<file path="config.mk">
export PLATFORM = sky130hd
export DESIGN_NAME = peripheral_interrupt_mask_bank
export DESIGN_NICKNAME = d
export VERILOG_FILES = /design/src/verilog/irq_mask_pkg.sv /design/src/verilog/peripheral_interrupt_mask_bank.sv
export SDC_FILE = /design/constraint.sdc
export NUM_CORES = 1
export LEC_CHECK = 0
export ABC_AREA = 1
export BUFFER_PORTS_ARGS = -buffer_cell sky130_fd_sc_hd__buf_2
export CELL_PAD_IN_SITES_DETAIL_PLACEMENT = 0
export CELL_PAD_IN_SITES_GLOBAL_PLACEMENT = 1
export CORE_MARGIN = 2
export CORE_UTILIZATION = 30
export CTS_CLUSTER_DIAMETER = 120
export DETAILED_ROUTE_END_ITERATION = 7
export GPL_ROUTABILITY_DRIVEN = 0
export PLACE_DENSITY = 0.84
export REMOVE_ABC_BUFFERS = 1
export SYNTH_ARGS = -nofsm -noshare
export SYNTH_HDL_FRONTEND = slang
export SYNTH_SLANG_ARGS = --single-unit
</file>
<file path="constraint.sdc">
create_clock -name clk -period 1.3 [get_ports clk]
set_clock_uncertainty 0.2 [all_clocks]
set_input_delay 0.13 -clock clk [delete_from_list [all_inputs] [get_ports clk]]
set_output_delay 0.13 -clock clk [all_outputs]
set_load 0.005 [all_outputs]
</file>
<file path="src/verilog/irq_mask_pkg.sv">
// Purpose: constants and carriers for the peripheral interrupt mask bank
// Assumes: 8-bit special function register space, one system clock
// Notes:   bit positions follow the enable register layout
package irq_mask_pkg;
  localparam logic [7:0] enable_1_addr  = 8'he6;
  localparam logic [7:0] enable_1_reset = 8'h00;
  localparam int         third_timer_bit   = 7;
  localparam int         second_comp_bit   = 6;
  localparam int         first_comp_bit    = 5;
  localparam int         counter_array_bit = 4;
  localparam int         conv_done_bit     = 3;
  localparam int         window_bit        = 2;
  localparam int         usb_bit           = 1;
  localparam int         smbus_bit         = 0;

  // raw request flags from the peripherals
  typedef struct packed {
    logic timer_low_overflow_flag;
    logic timer_high_overflow_flag;
    logic second_comp_rising_flag;
    logic second_comp_falling_flag;
    logic first_comp_rising_flag;
    logic first_comp_falling_flag;
    logic counter_array_req;
    logic conversion_done_flag;
    logic window_compare_flag;
    logic usb_function_req;
    logic smbus_req;
  } periph_flags_s;

  // masked requests, one per source, msb is the timer
  typedef logic [7:0] irq_vec_t;
endpackage

</file>
<file path="src/verilog/peripheral_interrupt_mask_bank.sv">
// Purpose: enable register that gates peripheral requests to the core
// Assumes: register port is synchronous; flags are synchronous levels
// Notes:   masked requests are registered, so they lag flags by one cycle
`timescale 1ns/1ns

// How it works
// - bit 7 forwards timer low or high overflow requests only when set
// - bit 6 forwards second comparator rising or falling requests when set
// - bit 5 forwards first comparator rising or falling requests when set
// - bit 4 gates all counter array requests together
// - bit 3 forwards the conversion done flag when set
// - bit 2 forwards the window compare flag when set
module peripheral_interrupt_mask_bank (
  input  wire logic                        clk,       // system clock
  input  wire logic                        sys_rst,   // sync reset, high
  input  wire logic [7:0]                  sfr_addr,  // register address
  input  wire logic                        sfr_wr,    // write strobe
  input  wire logic                        sfr_rd,    // read strobe
  input  wire logic [7:0]                  sfr_wdata, // write data
  output logic      [7:0]                  sfr_rdata, // read data
  output logic                             sfr_hit,   // address matched read
  input  wire irq_mask_pkg::periph_flags_s flags,     // raw peripheral flags
  output irq_mask_pkg::irq_vec_t           irq_req    // masked requests
);
  logic [7:0]             peripheral_irq_enable_1;
  logic [7:0]             next_enable;
  logic [7:0]             next_rdata;
  logic                   next_hit;
  irq_mask_pkg::irq_vec_t next_req;
  irq_mask_pkg::irq_vec_t raw;
  logic                   wr_hit;
  logic                   rd_hit;

  // one address compare shared by the write and the read path
  function automatic logic reg_selected(input logic strobe, input logic [7:0] addr);
    return strobe && (addr == irq_mask_pkg::enable_1_addr);
  endfunction

  // strobe decode; anything outside the one mapped address is ignored
  always_comb begin
    wr_hit = reg_selected(sfr_wr, sfr_addr);
    rd_hit = reg_selected(sfr_rd, sfr_addr);
  end

  // enable next value; a write replaces all eight gates in one go
  always_comb begin
    next_enable = peripheral_irq_enable_1;
    if (wr_hit) begin
      next_enable = sfr_wdata;
    end
  end

  // enable register; the only state that software can see here
  always_ff @(posedge clk) begin
    if (sys_rst) begin
      peripheral_irq_enable_1 <= irq_mask_pkg::enable_1_reset;
    end else begin
      peripheral_irq_enable_1 <= next_enable;
    end
  end

  // read answer; a write in the same cycle still reads the old value
  always_comb begin
    next_rdata = 8'h00;
    next_hit   = 1'b0;
    if (rd_hit) begin
      next_rdata = peripheral_irq_enable_1;
      next_hit   = 1'b1;
    end
  end

  // read port flops; data idles at zero so it can share an or-tree bus
  always_ff @(posedge clk) begin
    if (sys_rst) begin
      sfr_rdata <= 8'h00;
      sfr_hit   <= 1'b0;
    end else begin
      sfr_rdata <= next_rdata;
      sfr_hit   <= next_hit;
    end
  end

  // merge each source's flags into one raw request, then gate it
  always_comb begin
    raw = '0;
    raw[irq_mask_pkg::third_timer_bit]   = flags.timer_low_overflow_flag |
                                           flags.timer_high_overflow_flag;
    raw[irq_mask_pkg::second_comp_bit]   = flags.second_comp_rising_flag |
                                           flags.second_comp_falling_flag;
    raw[irq_mask_pkg::first_comp_bit]    = flags.first_comp_rising_flag |
                                           flags.first_comp_falling_flag;
    raw[irq_mask_pkg::counter_array_bit] = flags.counter_array_req;
    raw[irq_mask_pkg::conv_done_bit]     = flags.conversion_done_flag;
    raw[irq_mask_pkg::window_bit]        = flags.window_compare_flag;
    raw[irq_mask_pkg::usb_bit]           = flags.usb_function_req;
    raw[irq_mask_pkg::smbus_bit]         = flags.smbus_req;
    // a clear enable bit blocks every flag of its source at once
    next_req = raw & peripheral_irq_enable_1;
  end

  // registering keeps outputs glitch free at the cost of one cycle
  always_ff @(posedge clk) begin
    if (sys_rst) begin
      irq_req <= '0;
    end else begin
      irq_req <= next_req;
    end
  end

  // timer gate; a one-edge reset would leave stale history, hence the guard
  a_timer_gate: assert property (@(posedge clk) disable iff (sys_rst)
    !$past(sys_rst) |-> irq_req[7] == ($past(peripheral_irq_enable_1[7]) &
      ($past(flags.timer_low_overflow_flag) | $past(flags.timer_high_overflow_flag))))
    else $error("timer request gating wrong");
  a_timer_low_pass: assert property (@(posedge clk) disable iff (sys_rst)
    peripheral_irq_enable_1[7] && flags.timer_low_overflow_flag |=> irq_req[7])
    else $error("timer low overflow request lost");
  a_timer_high_pass: assert property (@(posedge clk) disable iff (sys_rst)
    peripheral_irq_enable_1[7] && flags.timer_high_overflow_flag |=> irq_req[7])
    else $error("timer high overflow request lost");
  a_timer_block: assert property (@(posedge clk) disable iff (sys_rst)
    !peripheral_irq_enable_1[7] |=> !irq_req[7])
    else $error("timer request leaked");

  // second comparator; either edge flag behind one shared gate
  a_comp2_gate: assert property (@(posedge clk) disable iff (sys_rst)
    !peripheral_irq_enable_1[6] && !$past(peripheral_irq_enable_1[6]) |-> !irq_req[6])
    else $error("second comparator request leaked");
  a_comp2_rise_pass: assert property (@(posedge clk) disable iff (sys_rst)
    peripheral_irq_enable_1[6] && flags.second_comp_rising_flag |=> irq_req[6])
    else $error("second comparator rising request lost");
  a_comp2_fall_pass: assert property (@(posedge clk) disable iff (sys_rst)
    peripheral_irq_enable_1[6] && flags.second_comp_falling_flag |=> irq_req[6])
    else $error("second comparator falling request lost");
  a_comp2_idle: assert property (@(posedge clk) disable iff (sys_rst)
    !flags.second_comp_rising_flag && !flags.second_comp_falling_flag |=> !irq_req[6])
    else $error("second comparator request without flag");

  // first comparator; same shape as the second
  a_comp1_gate: assert property (@(posedge clk) disable iff (sys_rst)
    peripheral_irq_enable_1[5] && flags.first_comp_falling_flag |=> irq_req[5])
    else $error("first comparator request lost");
  a_comp1_rise_pass: assert property (@(posedge clk) disable iff (sys_rst)
    peripheral_irq_enable_1[5] && flags.first_comp_rising_flag |=> irq_req[5])
    else $error("first comparator rising request lost");
  a_comp1_block: assert property (@(posedge clk) disable iff (sys_rst)
    !peripheral_irq_enable_1[5] |=> !irq_req[5])
    else $error("first comparator request leaked");
  a_comp1_idle: assert property (@(posedge clk) disable iff (sys_rst)
    !flags.first_comp_rising_flag && !flags.first_comp_falling_flag |=> !irq_req[5])
    else $error("first comparator request without flag");

  // counter array; all of its sources arrive here already merged
  a_array_gate: assert property (@(posedge clk) disable iff (sys_rst)
    irq_req[4] |-> $past(peripheral_irq_enable_1[4]) && $past(flags.counter_array_req))
    else $error("counter array request wrong");
  a_array_pass: assert property (@(posedge clk) disable iff (sys_rst)
    peripheral_irq_enable_1[4] && flags.counter_array_req |=> irq_req[4])
    else $error("counter array request lost");
  a_array_block: assert property (@(posedge clk) disable iff (sys_rst)
    !peripheral_irq_enable_1[4] |=> !irq_req[4])
    else $error("counter array request leaked");

  // conversion done
  a_conv_gate: assert property (@(posedge clk) disable iff (sys_rst)
    peripheral_irq_enable_1[3] && flags.conversion_done_flag |=> irq_req[3])
    else $error("conversion done request lost");
  a_conv_block: assert property (@(posedge clk) disable iff (sys_rst)
    !peripheral_irq_enable_1[3] |=> !irq_req[3])
    else $error("conversion done request leaked");
  a_conv_idle: assert property (@(posedge clk) disable iff (sys_rst)
    !flags.conversion_done_flag |=> !irq_req[3])
    else $error("conversion done request without flag");

  // window compare; guarded like the timer against stale history
  a_window_gate: assert property (@(posedge clk) disable iff (sys_rst)
    !$past(sys_rst) |-> irq_req[2] ==
      ($past(peripheral_irq_enable_1[2]) & $past(flags.window_compare_flag)))
    else $error("window request gating wrong");
  a_window_pass: assert property (@(posedge clk) disable iff (sys_rst)
    peripheral_irq_enable_1[2] && flags.window_compare_flag |=> irq_req[2])
    else $error("window request lost");
  a_window_block: assert property (@(posedge clk) disable iff (sys_rst)
    !peripheral_irq_enable_1[2] |=> !irq_req[2])
    else $error("window request leaked");

  // usb and smbus; one aggregated request each
  a_usb_smb_gate: assert property (@(posedge clk) disable iff (sys_rst)
    !$past(sys_rst) |-> irq_req[1:0] == ($past(peripheral_irq_enable_1[1:0]) &
      {$past(flags.usb_function_req), $past(flags.smbus_req)}))
    else $error("usb or smbus gating wrong");
  a_usb_pass: assert property (@(posedge clk) disable iff (sys_rst)
    peripheral_irq_enable_1[1] && flags.usb_function_req |=> irq_req[1])
    else $error("usb request lost");
  a_smbus_pass: assert property (@(posedge clk) disable iff (sys_rst)
    peripheral_irq_enable_1[0] && flags.smbus_req |=> irq_req[0])
    else $error("smbus request lost");
  a_usb_block: assert property (@(posedge clk) disable iff (sys_rst)
    !peripheral_irq_enable_1[1] |=> !irq_req[1])
    else $error("usb request leaked");
  a_smbus_block: assert property (@(posedge clk) disable iff (sys_rst)
    !peripheral_irq_enable_1[0] |=> !irq_req[0])
    else $error("smbus request leaked");

  // register port; addresses checked against the package, not the decoder
  a_write_takes: assert property (@(posedge clk) disable iff (sys_rst)
    sfr_wr && sfr_addr == irq_mask_pkg::enable_1_addr |=>
      peripheral_irq_enable_1 == $past(sfr_wdata))
    else $error("enable write not stored");
  a_write_ignored: assert property (@(posedge clk) disable iff (sys_rst)
    !(sfr_wr && sfr_addr == irq_mask_pkg::enable_1_addr) |=>
      $stable(peripheral_irq_enable_1))
    else $error("enable changed without a write");
  a_read_answer: assert property (@(posedge clk) disable iff (sys_rst)
    sfr_rd && sfr_addr == irq_mask_pkg::enable_1_addr |=>
      sfr_hit && sfr_rdata == $past(peripheral_irq_enable_1))
    else $error("enable read answered wrong");
  a_read_refused: assert property (@(posedge clk) disable iff (sys_rst)
    !(sfr_rd && sfr_addr == irq_mask_pkg::enable_1_addr) |=>
      !sfr_hit && sfr_rdata == 8'h00)
    else $error("read answered without a read");
  a_rdata_idle: assert property (@(posedge clk) disable iff (sys_rst)
    !sfr_hit |-> sfr_rdata == 8'h00)
    else $error("read data not idle");

  // reset clears every visible flop; no disable, it is the reset itself
  a_reset_clears: assert property (@(posedge clk)
    sys_rst |=> peripheral_irq_enable_1 == irq_mask_pkg::enable_1_reset &&
      irq_req == '0 && !sfr_hit && sfr_rdata == 8'h00)
    else $error("reset left state behind");
endmodule
</file>
# == Yosys cells after proc, flatten, opt, wreduce, memory -nomap -nowiden ==
# Cells that the tools add are included.
# totals
ff_bits,25
# classes
eq_ne,1
muxes,1
bitwise_logic,5
reduce_logical,3
# ops
cell,n
AND 8 bit,1
equality test 8 bit (second input constant),1
OR 1 bit,3
logical AND 1 bit,2
OR reduction 2 bit,1
two-way mux 1 bit,1
NOT 1 bit,1

# == Logic depth before layout (Yosys ltp) ==
# Gate-level depths: netlist (run 1).
# depth
ltp_word,4
depth_mapped,7
ltp_nobuf,7

# == Worst setup path after synthesis (run 1) ==
# OpenSTA, ideal clock, no wires.
# synth_timing
kind,input port to flip-flop
startpoint,input port sfr_addr[0]
endpoint,register sfr_rdata[5]
setup_ps,64
arrival_time_ps,785
required_ps,1036
path_slack_ps,251
stages,7
n_path_buf,0
path_cell_list,inv_1 > nand2_2 > nor2_4 > nand3_4 > nor2_4 > inv_2 > nor2_1
# synth_via
elab_chain_cells,4
# synth_lines
element,line,source
start: declaration,peripheral_interrupt_mask_bank.sv:16,"input wire logic [7:0] sfr_addr,"
equality test 8 bit,peripheral_interrupt_mask_bank.sv:36,return strobe && (addr == irq_mask_pkg::enable_1_addr);
logical AND 1 bit,peripheral_interrupt_mask_bank.sv:36,
NOT 1 bit (no line),-,
OR reduction 2 bit (no line),-,
end signal: assignment,peripheral_interrupt_mask_bank.sv:78,sfr_rdata <= next_rdata;
end: declaration,peripheral_interrupt_mask_bank.sv:20,"output logic [7:0] sfr_rdata,"
# No other way between the ends.
# A chain may end at the register's enable or synchronous reset.

# == Worst setup path after layout (run 1) ==
# layout_timing
startpoint,input port sys_rst
endpoint,register sfr_rdata[7]
# layout_via
elab_chain_cells,1
# layout_lines
element,line,source
start: declaration,peripheral_interrupt_mask_bank.sv:15,"input wire logic sys_rst,"
OR reduction 2 bit (no line),-,
# No other way between the ends.

==> results of run 1 <==
## sequential cells by signal (all words and copies together), names as in the netlist
register and flops:
irq_req 8, peripheral_irq_enable_1 8, sfr_hit 1, sfr_rdata 8
## tightest hold or removal path: stages
cell     delay, ps
buf_2           70
inv_1           30
nand2_2         60
nor2_4          70
nand3_4         80
nor2_4          30
## kinds of logic after synthesis
kind of cell	Yosys count
AND/OR/NAND/NOR	66
flip-flops	25
buffers and inverters	31
## timing repair
action | CTS | global route
hold endpoints to repair | 18 | 1
setup endpoints to repair | 0 | 5
gates resized for setup | 0 | 1
## path summary, 6_finish.rpt
check	from	end	slack (ps)	depth (start not counted)
setup / recovery	sys_rst	sfr_rdata[7]$_SDFF_PP0_	100	5
hold / removal	sfr_addr[0]	sfr_hit$_SDFF_PP0_	3	6
setup reg to reg	peripheral_irq_enable_1[1]$_SDFFE_PP0P_	peripheral_irq_enable_1[1]$_SDFFE_PP0P_	450	4
hold reg to reg	peripheral_irq_enable_1[0]$_SDFFE_PP0P_	irq_req[0]$_SDFF_PP0_	230	2
## metrics by stage
stage / power [mW] / instances / setup WS [ps] / hold WS, ps
final: 1.25 / 237 / 96.5 / 3.26
after global routing: 1.31 / 237 / 67.1 / -3.96
after detailed placement: 0.878 / 212 / 20.2 / 154
after CTS: 1.26 / 237 / 34.3 / 0.823
after floorplan: 0.816 / 120 / 251 / 1.54
after global placement: 0.877 / 212 / 54.0 / 145
## per-layer routing
metal	track usage, %	part of all wire [%]
met5	0	0
met4	5.71	1.4
met3	2.60	5.9
met2	19.9	44
met1	15.2	49
## final cells by class
class                      count  area [µm²]
fill                         318        1560
multi-input combinational     66         323
tap                           44        55.1
inverter                      29         113
sequential                    25         500
clock buffer                   4        26.3
timing repair buffer          69         453
## power by group through the flow
stage / logic, mW / clock network, mW / registers, mW
after floorplan: 0.0319 / 0 / 0.784
after global placement: 0.0928 / 0 / 0.784
after detailed placement: 0.0940 / 0 / 0.784
after CTS: 0.143 / 0.347 / 0.767
after global routing: 0.158 / 0.384 / 0.768
final: 0.144 / 0.338 / 0.767
## cell usage after synthesis (all sizes together)
library cell  number
nor3               2
inv               28
clkinv             1
nand3              2
nor2              28
buf                1
nand4              8
nand2             26
clkbuf             1
dfxtp             25
## placed cells by master (no fill, tap or decap)
| master | synthesis | routed |
|---|---|---|
| buf_2 | 1 | 47 |
| inv_1 | 27 | 27 |
| nand2_1 | 25 | 25 |
| nor2_1 | 25 | 25 |
| dfxtp_1 | 25 | 25 |
| dlygate4sd3_1 | 0 | 21 |
| nand4_1 | 8 | 8 |
| nor2_4 | 3 | 3 |
| clkbuf_4 | 0 | 3 |
| nand3_4 | 2 | 2 |
| nor3_1 | 2 | 2 |
| nand2_2 | 1 | 1 |
| inv_2 | 1 | 1 |
| clkinvlp_4 | 0 | 1 |
| clkbuf_1 | 1 | 1 |
| buf_4 | 0 | 1 |
==> impl_results.md, run 1 <==
* Max-cap viol count at 0
* Initial antenna violation count at 0
* Period utilization at approximately 90%
* Compound-Gate Fraction of Synth Area at 0%
* Sink Count at 25
* Slew @ Worst Pin at 293 ps
* Grt ovf at 0
* XOR/XNOR Fraction of Synth Area at 0%
* Vias per Instance at between 3 and 4
* Final setup viols at 0
* Sequential area share after synthesis at 53.2%
* Max Freq at roughly 830 MHz
* Vias at 886
* Synth warn at 0
* Area leader, netlist: dfxtp_1
* Sw Share at 22.1%
* First-pass GRT wire length at 3.23 mm
* Clk pin slew, worst setup/hold paths at around 120 ps
* CTS Buf Count at 3
* Share of the synthesized area in the top cell type at 53.2%
* WL final at between 2 and 2.5 mm
* Post-DP HPWL at 1.45 mm
* DRC at 0
* Crit-path cells: dlygate4sd3_1 > buf_2 > clkinvlp_4 > nand2_1 > nor2_1
* Run status: completed
* Chip Height at 60.0 µm
* P_int at slightly below 1 mW
* Clock share of power at between 20% and 30%
* Layout cells sized above 1 at a little over 30%
* Area Overhead vs Synth at 56.3%
* Comb power frac at 11.5%
* Leakage power at 0.734 nW
* PortBufs at 47
* Initial DRC Count at 10
* H-tree depth at 1
* Crit path buf inv count at 3
* Row count at 20
* Largest stage delay, worst path at 530 ps
* Max Slew Vio Count at 0
* Setup bufs post-CTS at 0
* CP endpoint kind: flip-flop
* CP Class: in -> reg
* Worst skew pair latency at 310 ps
* Largest net degree at the start of global routing at 14
* Mux contribution to synthesized area at 0%
* Initial Utilization at between 30% and 40%
* TritonRoute pass-1 iters at 4
* Cells after synthesis at around 120
* CTS max path bufs at 2
* Die area at between 0.003 and 0.004 mm²
* Seq cells post-synth at 25
* Worst VDD drop at 0.287 mV
* Fin. Hold Viols at 0
* Antenna Nets Post-Route at 0
* Yosys cell types at 13
* Largest family of logic cells by synthesized area: simple AND/OR/NAND/NOR gates
* # hold bufs at CTS at 21
* Arrival time at the worst endpoint at 1230 ps
* Syn avg cell area at 7.71 µm²
* Ranking of synthesized cells by area: dfxtp_1 53%, inv_1 11%, nand2_1 10%, nor2_1 10%, nand4_1 5.3%
* Slowest CP cell: dlygate4sd3_1
* Startpoint Class: input port
* Core Box Area at 0.00303 mm²
* Routed len/inst at 8.57 µm
* Post-synthesis cell area at 941 µm²
* Worst Path Max Fanout at 9
* # diodes at 0
* Synth Area in Simple Gates at 34.3%
* Clock root buffer: clkbuf_4
* Setup TNS at 0 ps
* Hold Path Class: in -> reg
* CTS tree: yes
* Slew margin rel. at 80.4%
* Critical Path RT at 1330 ps
* Switching pwr at roughly 280 µW
* Design Area, Final at 0.00147 mm²
* Post-synthesis adder-cell area fraction at 0%
* RSZ-0062 raised after global routing: no
* Cell Pwr Density at 849 mW/mm²
* GR Util All Layers at 12.2%
* Die width at between 60 and 70 µm
* Number of global-route vias before repair at 772
* Seq pwr share at 61.4%
* Post-Route Utilization at 48.6%
* Placed Area at 0.00123 mm²
* Layout Nets at 225
* IO Count at 48
* Cell family with most CP delay: buffers and inverters
* Tmin final at 1200 ps
(Power assumes the default switching activity.)
==> run 2: changes to the inputs <==
ABC_AREA = default   (was 1)
CORE_UTILIZATION = 31   (was 30)
PLACE_DENSITY = 0.82   (was 0.84)
==> run 2 against run 1 <==
Setup slack improved by 13 ps; sequential power about the same; maximum frequency increased by 1.1%; clock power increased by 4%; hold slack improved by 49 ps; final area decreased by 1.8%; synthesized area decreased by 3.6%; register-to-register slack improved by 30 ps; die area decreased by 6.3%.
==> impl_results.md, run 2 <==
* Run status: completed
* Period utilization at 91.6%
* Setup ws final at between 100 and 150 ps
* CTS Buf Count at 3
* EDFF count, synth at 0
* Seq cells post-synth at 25
* Crit path buf inv count at 2
* RSZ-0062 raised after global routing: no
* Row count at 19
* Critical Path RT at 1380 ps
* Largest stage delay, worst path at ~600 ps
* Worst VDD drop at 0.672 mV
* Commonest non-fill, non-tap cell in the layout: buf_2
* Max Freq at about 840 MHz
* Share of flip-flops with an asynchronous set or reset at 0%
* Startpoint Class: input port
* Clk pin slew, worst setup/hold paths at 140 ps
* Largest family of logic cells by synthesized area: simple AND/OR/NAND/NOR gates
* DRC at 0
* Yosys cell types at 13
* Synth Area in Simple Gates at 32.8%
* IO Count at 48
* Worst Path Max Fanout at 4
* Layout Nets at 186
* Top-count cell post-synth: dfxtp_1
* PortBufs at 47
* Grt ovf at 0
* Share of the synthesized area in the top cell type at 55.2%
* Antenna Nets Post-Route at 0
* Largest net degree at the start of global routing at 21
* Vias at 782
* Setup TNS at 0 ps
* WL final at about 2 mm
* Compound-Gate Fraction of Synth Area at 0%
* Fin. Hold Viols at 0
* Placed Area at 0.00120 mm²
* CP endpoint kind: flip-flop
* CP Class: in -> reg
* GR Util All Layers at 12.8%
* Routed len/inst at 10.8 µm
* Met3 wire len at 88 µm
* Dpl ws at -1.30 ps
* Syn avg cell area at 11.3 µm²
* Slew margin rel. at 85.2%
* Arrival time at the worst endpoint at 1270 ps
* Slew @ Worst Pin at 220 ps
* Cell family with most CP delay: buffers and inverters
* Leakage power at slightly below 0.7 nW
* First-pass GRT wire length at 3.22 mm
* Worst skew pair latency at 310 ps
* Clock root buffer: clkbuf_4
* Met2 wire length at 1.08 mm
* Die width at 58.1 µm
* Ranking of synthesized cells by area: dfxtp_1 55%, nand2b_1 11%, mux2i_1 8.8%, and2_1 5.5%, nor2_1 4.6%
* Largest regs: irq_req: 8 flops, peripheral_irq_enable_1: 8 flops, sfr_rdata: 8 flops
* Synth warn at 0
* XOR/XNOR Fraction of Synth Area at 0%
* Cells after synthesis at 80
* Number of global-route vias before repair at 791
* Vias per Instance at ~4.2
* Slowest CP cell: dlygate4sd3_1
* Wl on met1 at 806 µm
* Commonest non-fill, non-tap cells in the layout: 47 x buf_2, 25 x dfxtp_1, 21 x dlygate4sd3_1, 16 x nand2b_1, 11 x nor2_1
* Hold Path Class: in -> reg
* Layout cells sized above 1 at between 30% and 40%
* Post-synthesis adder-cell area fraction at 0%
* # diodes at 0
* Initial Utilization at 32.9%
* H-tree depth at 1
* Max-cap viol count at 0
* Core Box Area at 0.00276 mm²
* Main synth FF type: dfxtp_1
* # fillers at 258
* Max Slew Vio Count at 0
* Commonest cells in the netlist: 25 x dfxtp_1, 16 x nand2b_1, 11 x nor2_1
* CTS max path bufs at 2
* TritonRoute pass-1 iters at 4
* Area leader, netlist: dfxtp_1
* Cell Pwr Density at slightly below 900 mW/mm²
* Sink Count at 25
* CTS tree: yes
* Post-synthesis cell area at 907 µm²
* Design Area, Final at approximately 0.0014 mm²
* Mux contribution to synthesized area at 8.83%
* Die area at between 0.003 and 0.004 mm²
* Setup bufs post-CTS at 0
* Area Overhead vs Synth at 59.2%
* Tmin final at 1190 ps
* Crit-path cells: dlygate4sd3_1 > nor4b_4 > buf_2 > and2_1
* Highest metal used: met4
* Initial antenna violation count at 0
* Sequential area share after synthesis at 55.2%
* Chip Height at approximately 58 µm
* Final setup viols at 0
* Initial DRC Count at 14
run 2: cell families (layout without fill, tap and decap cells):
group	after synthesis	after routing
multiplexers	8	8
flip-flops	25	25
buffers and inverters	4	78
AND/OR/NAND/NOR	43	43
run 2: per-stage QoR:
step	total power, mW	util [%]	instances	hold WS, ps
after floorplan	0.817	-	78	1.57
after global placement	0.874	43.6	160	135
after detailed placement	0.878	43.6	160	142
after CTS	1.28	52.4	185	53.4
after global routing	1.33	52.4	185	35.8
final	1.26	52.4	185	52.5
run 2: power by group:
group	switching, mW	internal [mW]
registers	0.000198	0.767
logic	0.0420	0.0986
clock network	0.235	0.117
run 2: final cells by class:
type / count / area [µm²] / area share [%]
inverters: 2 / 21.3 / 1.47
clock buffers: 3 / 22.5 / 1.56
clock inverters: 1 / 7.51 / 0.520
flip-flops and latches: 25 / 500 / 34.7
repair buffers: 72 / 475 / 32.9
well taps: 31 / 38.8 / 2.69
multi-input cells: 51 / 378 / 26.2
run 2: routing by layer:
layer / global-route usage [%] / vias to the layer above
met3: 2.23 / 2
met1: 13.0 / 354
met2: 24.5 / 25
li1: - / 401
met4: 6.98 / 0
met5: 0 / -
run 2: what timing repair did:
action                     CTS  global route
hold endpoints to repair    17             0
setup endpoints to repair    0             8
hold buffers                21             0
resized for setup            0             1
run 2: tightest hold or removal path: cells and delay by family:
family	cells	cell delay [ps]
buffers and inverters	2	240
and+or+nand+nor	2	170
run 2: path summary, 6_finish.rpt:
path | startpoint | to | slack, ps | depth (start not counted)
max | sys_rst | sfr_rdata[4]$_SDFF_PP0_ | 110 | 4
max reg2reg | peripheral_irq_enable_1[5]$_SDFFE_PP0P_ | peripheral_irq_enable_1[5]$_SDFFE_PP0P_ | 480 | 2
min reg2reg | peripheral_irq_enable_1[0]$_SDFFE_PP0P_ | irq_req[0]$_SDFF_PP0_ | 250 | 2
min | sfr_addr[5] | sfr_hit$_SDFF_PP0_ | 50 | 4
==> run 3: changes to the inputs <==
CORE_UTILIZATION = 34   (was 31)
PLACE_DENSITY = 0.89   (was 0.82)
clock period = 1.5 ns   (was 1.3 ns; I/O delays follow)
==> run 3 against run 2 <==
The run now ends with hold timing left; core utilization is 5.1 points higher; hold slack worse by 74 ps; count of clock-buffer cells in the layout stayed put; final area is 0.43% lower; combinational power is 13% lower; register-to-register slack better by 200 ps; critical endpoint is now irq_req[7]$_SDFF_PP0_.
==> impl_results.md, run 3 (same netlist as run 2, synthesis figures left out) <==
* Layout Nets at around 180
* TritonRoute pass-1 iters at 4
* Final setup viols at 0
* Worst Path Max Fanout at 1
* Area Overhead vs Synth at 58.5%
* Commonest non-fill, non-tap cells in the layout: 47 x buf_2, 25 x dfxtp_1, 21 x dlygate4sd3_1, 16 x nand2b_1, 11 x nor2_1
* # fillers at 215
* WL final at 1.86 mm
* Period utilization at 95.8%
* Hold Path Class: in -> reg
* Critical Path RT at 1520 ps
* Worst skew pair latency at between 300 and 400 ps
* Layout cells sized above 1 at 38.2%
* Run status: finished with violations
* Total power at ~1.1 mW
* Vias per Instance at 4.27
* Max Freq at 696 MHz
* RSZ-0062 raised after global routing: no
* Routed len/inst at roughly 10 µm
* PortBufs at 47
* Vias at 777
* Hold_ws at -21.2 ps
* HP Start: sfr_addr[5]
* Startpoint Class: input port
* Largest regs: irq_req: 8 flops, peripheral_irq_enable_1: 8 flops, sfr_rdata: 8 flops
* CTS Buf Count at 3
* CTS max path bufs at 2
* Fin. Hold Viols at 1
* Max Slew Vio Count at 0
* # diodes at 0
* Cell Pwr Density at 746 mW/mm²
* Initial DRC Count at 10
* R2R Path End: peripheral_irq_enable_1[4]$_SDFFE_PP0P_
* Slew margin rel. at 71.9%
* Clock root buffer: clkbuf_4
* Tmin final at 1440 ps
* Clk pin slew, worst setup/hold paths at 130 ps
* Row count at 18
* Initial Utilization at 36.3%
* Max-cap viol count at 0
* Commonest non-fill, non-tap cell in the layout: buf_2
* Leakage power at 0.685 nW
* Hold Crit Depth at 3
* CTS tree: yes
* Die area at 0.00310 mm²
* R2R depth at 2
* Hold EP: sfr_hit$_SDFF_PP0_
* Grt ovf at 0
* # hold bufs at CTS at 21
* CP Class: in -> reg
* IO Count at between 40 and 50
* GR Util All Layers at 12.6%
* Initial antenna violation count at 0
* Slew @ Worst Pin at about 420 ps
* Violated checks: hold timing
* Setup TNS at 0 ps
* Sink Count at 25
* Antenna Nets Post-Route at 0
* H-tree depth at 1
* Chip Height at 55.7 µm
* Reg-to-reg slack, setup at 680 ps
* Die width at approximately 56 µm
* Number of gates resized after CTS at 0
* First-pass GRT wire length at 3.02 mm
* Number of global-route vias before repair at 776
* CP endpoint kind: flip-flop
* Setup bufs post-CTS at 0
* Core Box Area at 0.00250 mm²
* Largest net degree at the start of global routing at 21
* DRC at 0
* Worst VDD drop at approximately 0.54 mV
* Arrival time at the worst endpoint at around 1500 ps
* Worst reg2reg path startpoint: peripheral_irq_enable_1[4]$_SDFFE_PP0P_
run 3: cell types whose count changed in the layout (fill, tap and decap cells not counted):
| cell | delta |
|---|---|
| buf_4 | -3 |
| buf_12 | +1 |
| clkinv_2 | +1 |
| clkinvlp_4 | -1 |
run 3: final cells by class:
type | instances | area, µm² | share of cell area, %
flip-flops and latches | 25 | 500 | 34.8
repair buffers | 70 | 473 | 32.9
multi-input cells | 51 | 378 | 26.3
well taps | 30 | 37.5 | 2.61
clock buffers | 3 | 22.5 | 1.57
inverters | 2 | 21.3 | 1.48
clock inverters | 1 | 5.00 | 0.348
run 3: worst max-delay path, stage by stage:
cell and delay (ps):
dlygate4sd3_1 540, buf_2 120, nor2_1 70, dlygate4sd3_1 550
nor2_1 40
run 3: per-layer routing:
layer / vias up / routed length [µm] / track usage [%]
met3: 6 / 105 / 3.49
li1: 404 / - / -
met1: 338 / 690 / 11.4
met2: 29 / 1010 / 23.6
met4: 0 / 59 / 8.71
met5: - / 0 / 0
run 3: metrics by stage:
stage / area (µm²) / util, % / setup slack [ps] / hold WS (ps) / cells
after floorplan: 900 / - / 272 / 21.6 / 78
after global placement: 1200 / 48.0 / 163 / 153 / 157
after detailed placement: 1200 / 48.0 / 108 / 167 / 157
after CTS: 1440 / 57.5 / 84.1 / -29.4 / 182
after global routing: 1440 / 57.5 / 3.84 / -27.8 / 182
final: 1440 / 57.5 / 62.9 / -21.2 / 182
run 3: how the worst max path moves through the flow:
stage,from,end,slack (ps),cells past startpoint
2_1_floorplan,sfr_addr[3],peripheral_irq_enable_1[0]$_SDFFE_PP0P_,270,3
4_1_cts,flags[10],irq_req[7]$_SDFF_PP0_,80,5
5_1_grt,sys_rst,sfr_rdata[2]$_SDFF_PP0_,4,4
6_report,flags[10],irq_req[7]$_SDFF_PP0_,60,5
3_5_place_dp,sfr_addr[3],sfr_rdata[2]$_SDFF_PP0_,110,4
3_3_place_gp,sfr_addr[3],sfr_rdata[7]$_SDFF_PP0_,160,4
run 3: report_power, final:
part	total (mW)	internal, mW	leakage [nW]	switching (mW)
Clock	0.285	0.0994	0.0177	0.186
Combinational	0.123	0.0864	0.466	0.0366
Sequential	0.664	0.664	0.201	0.000171
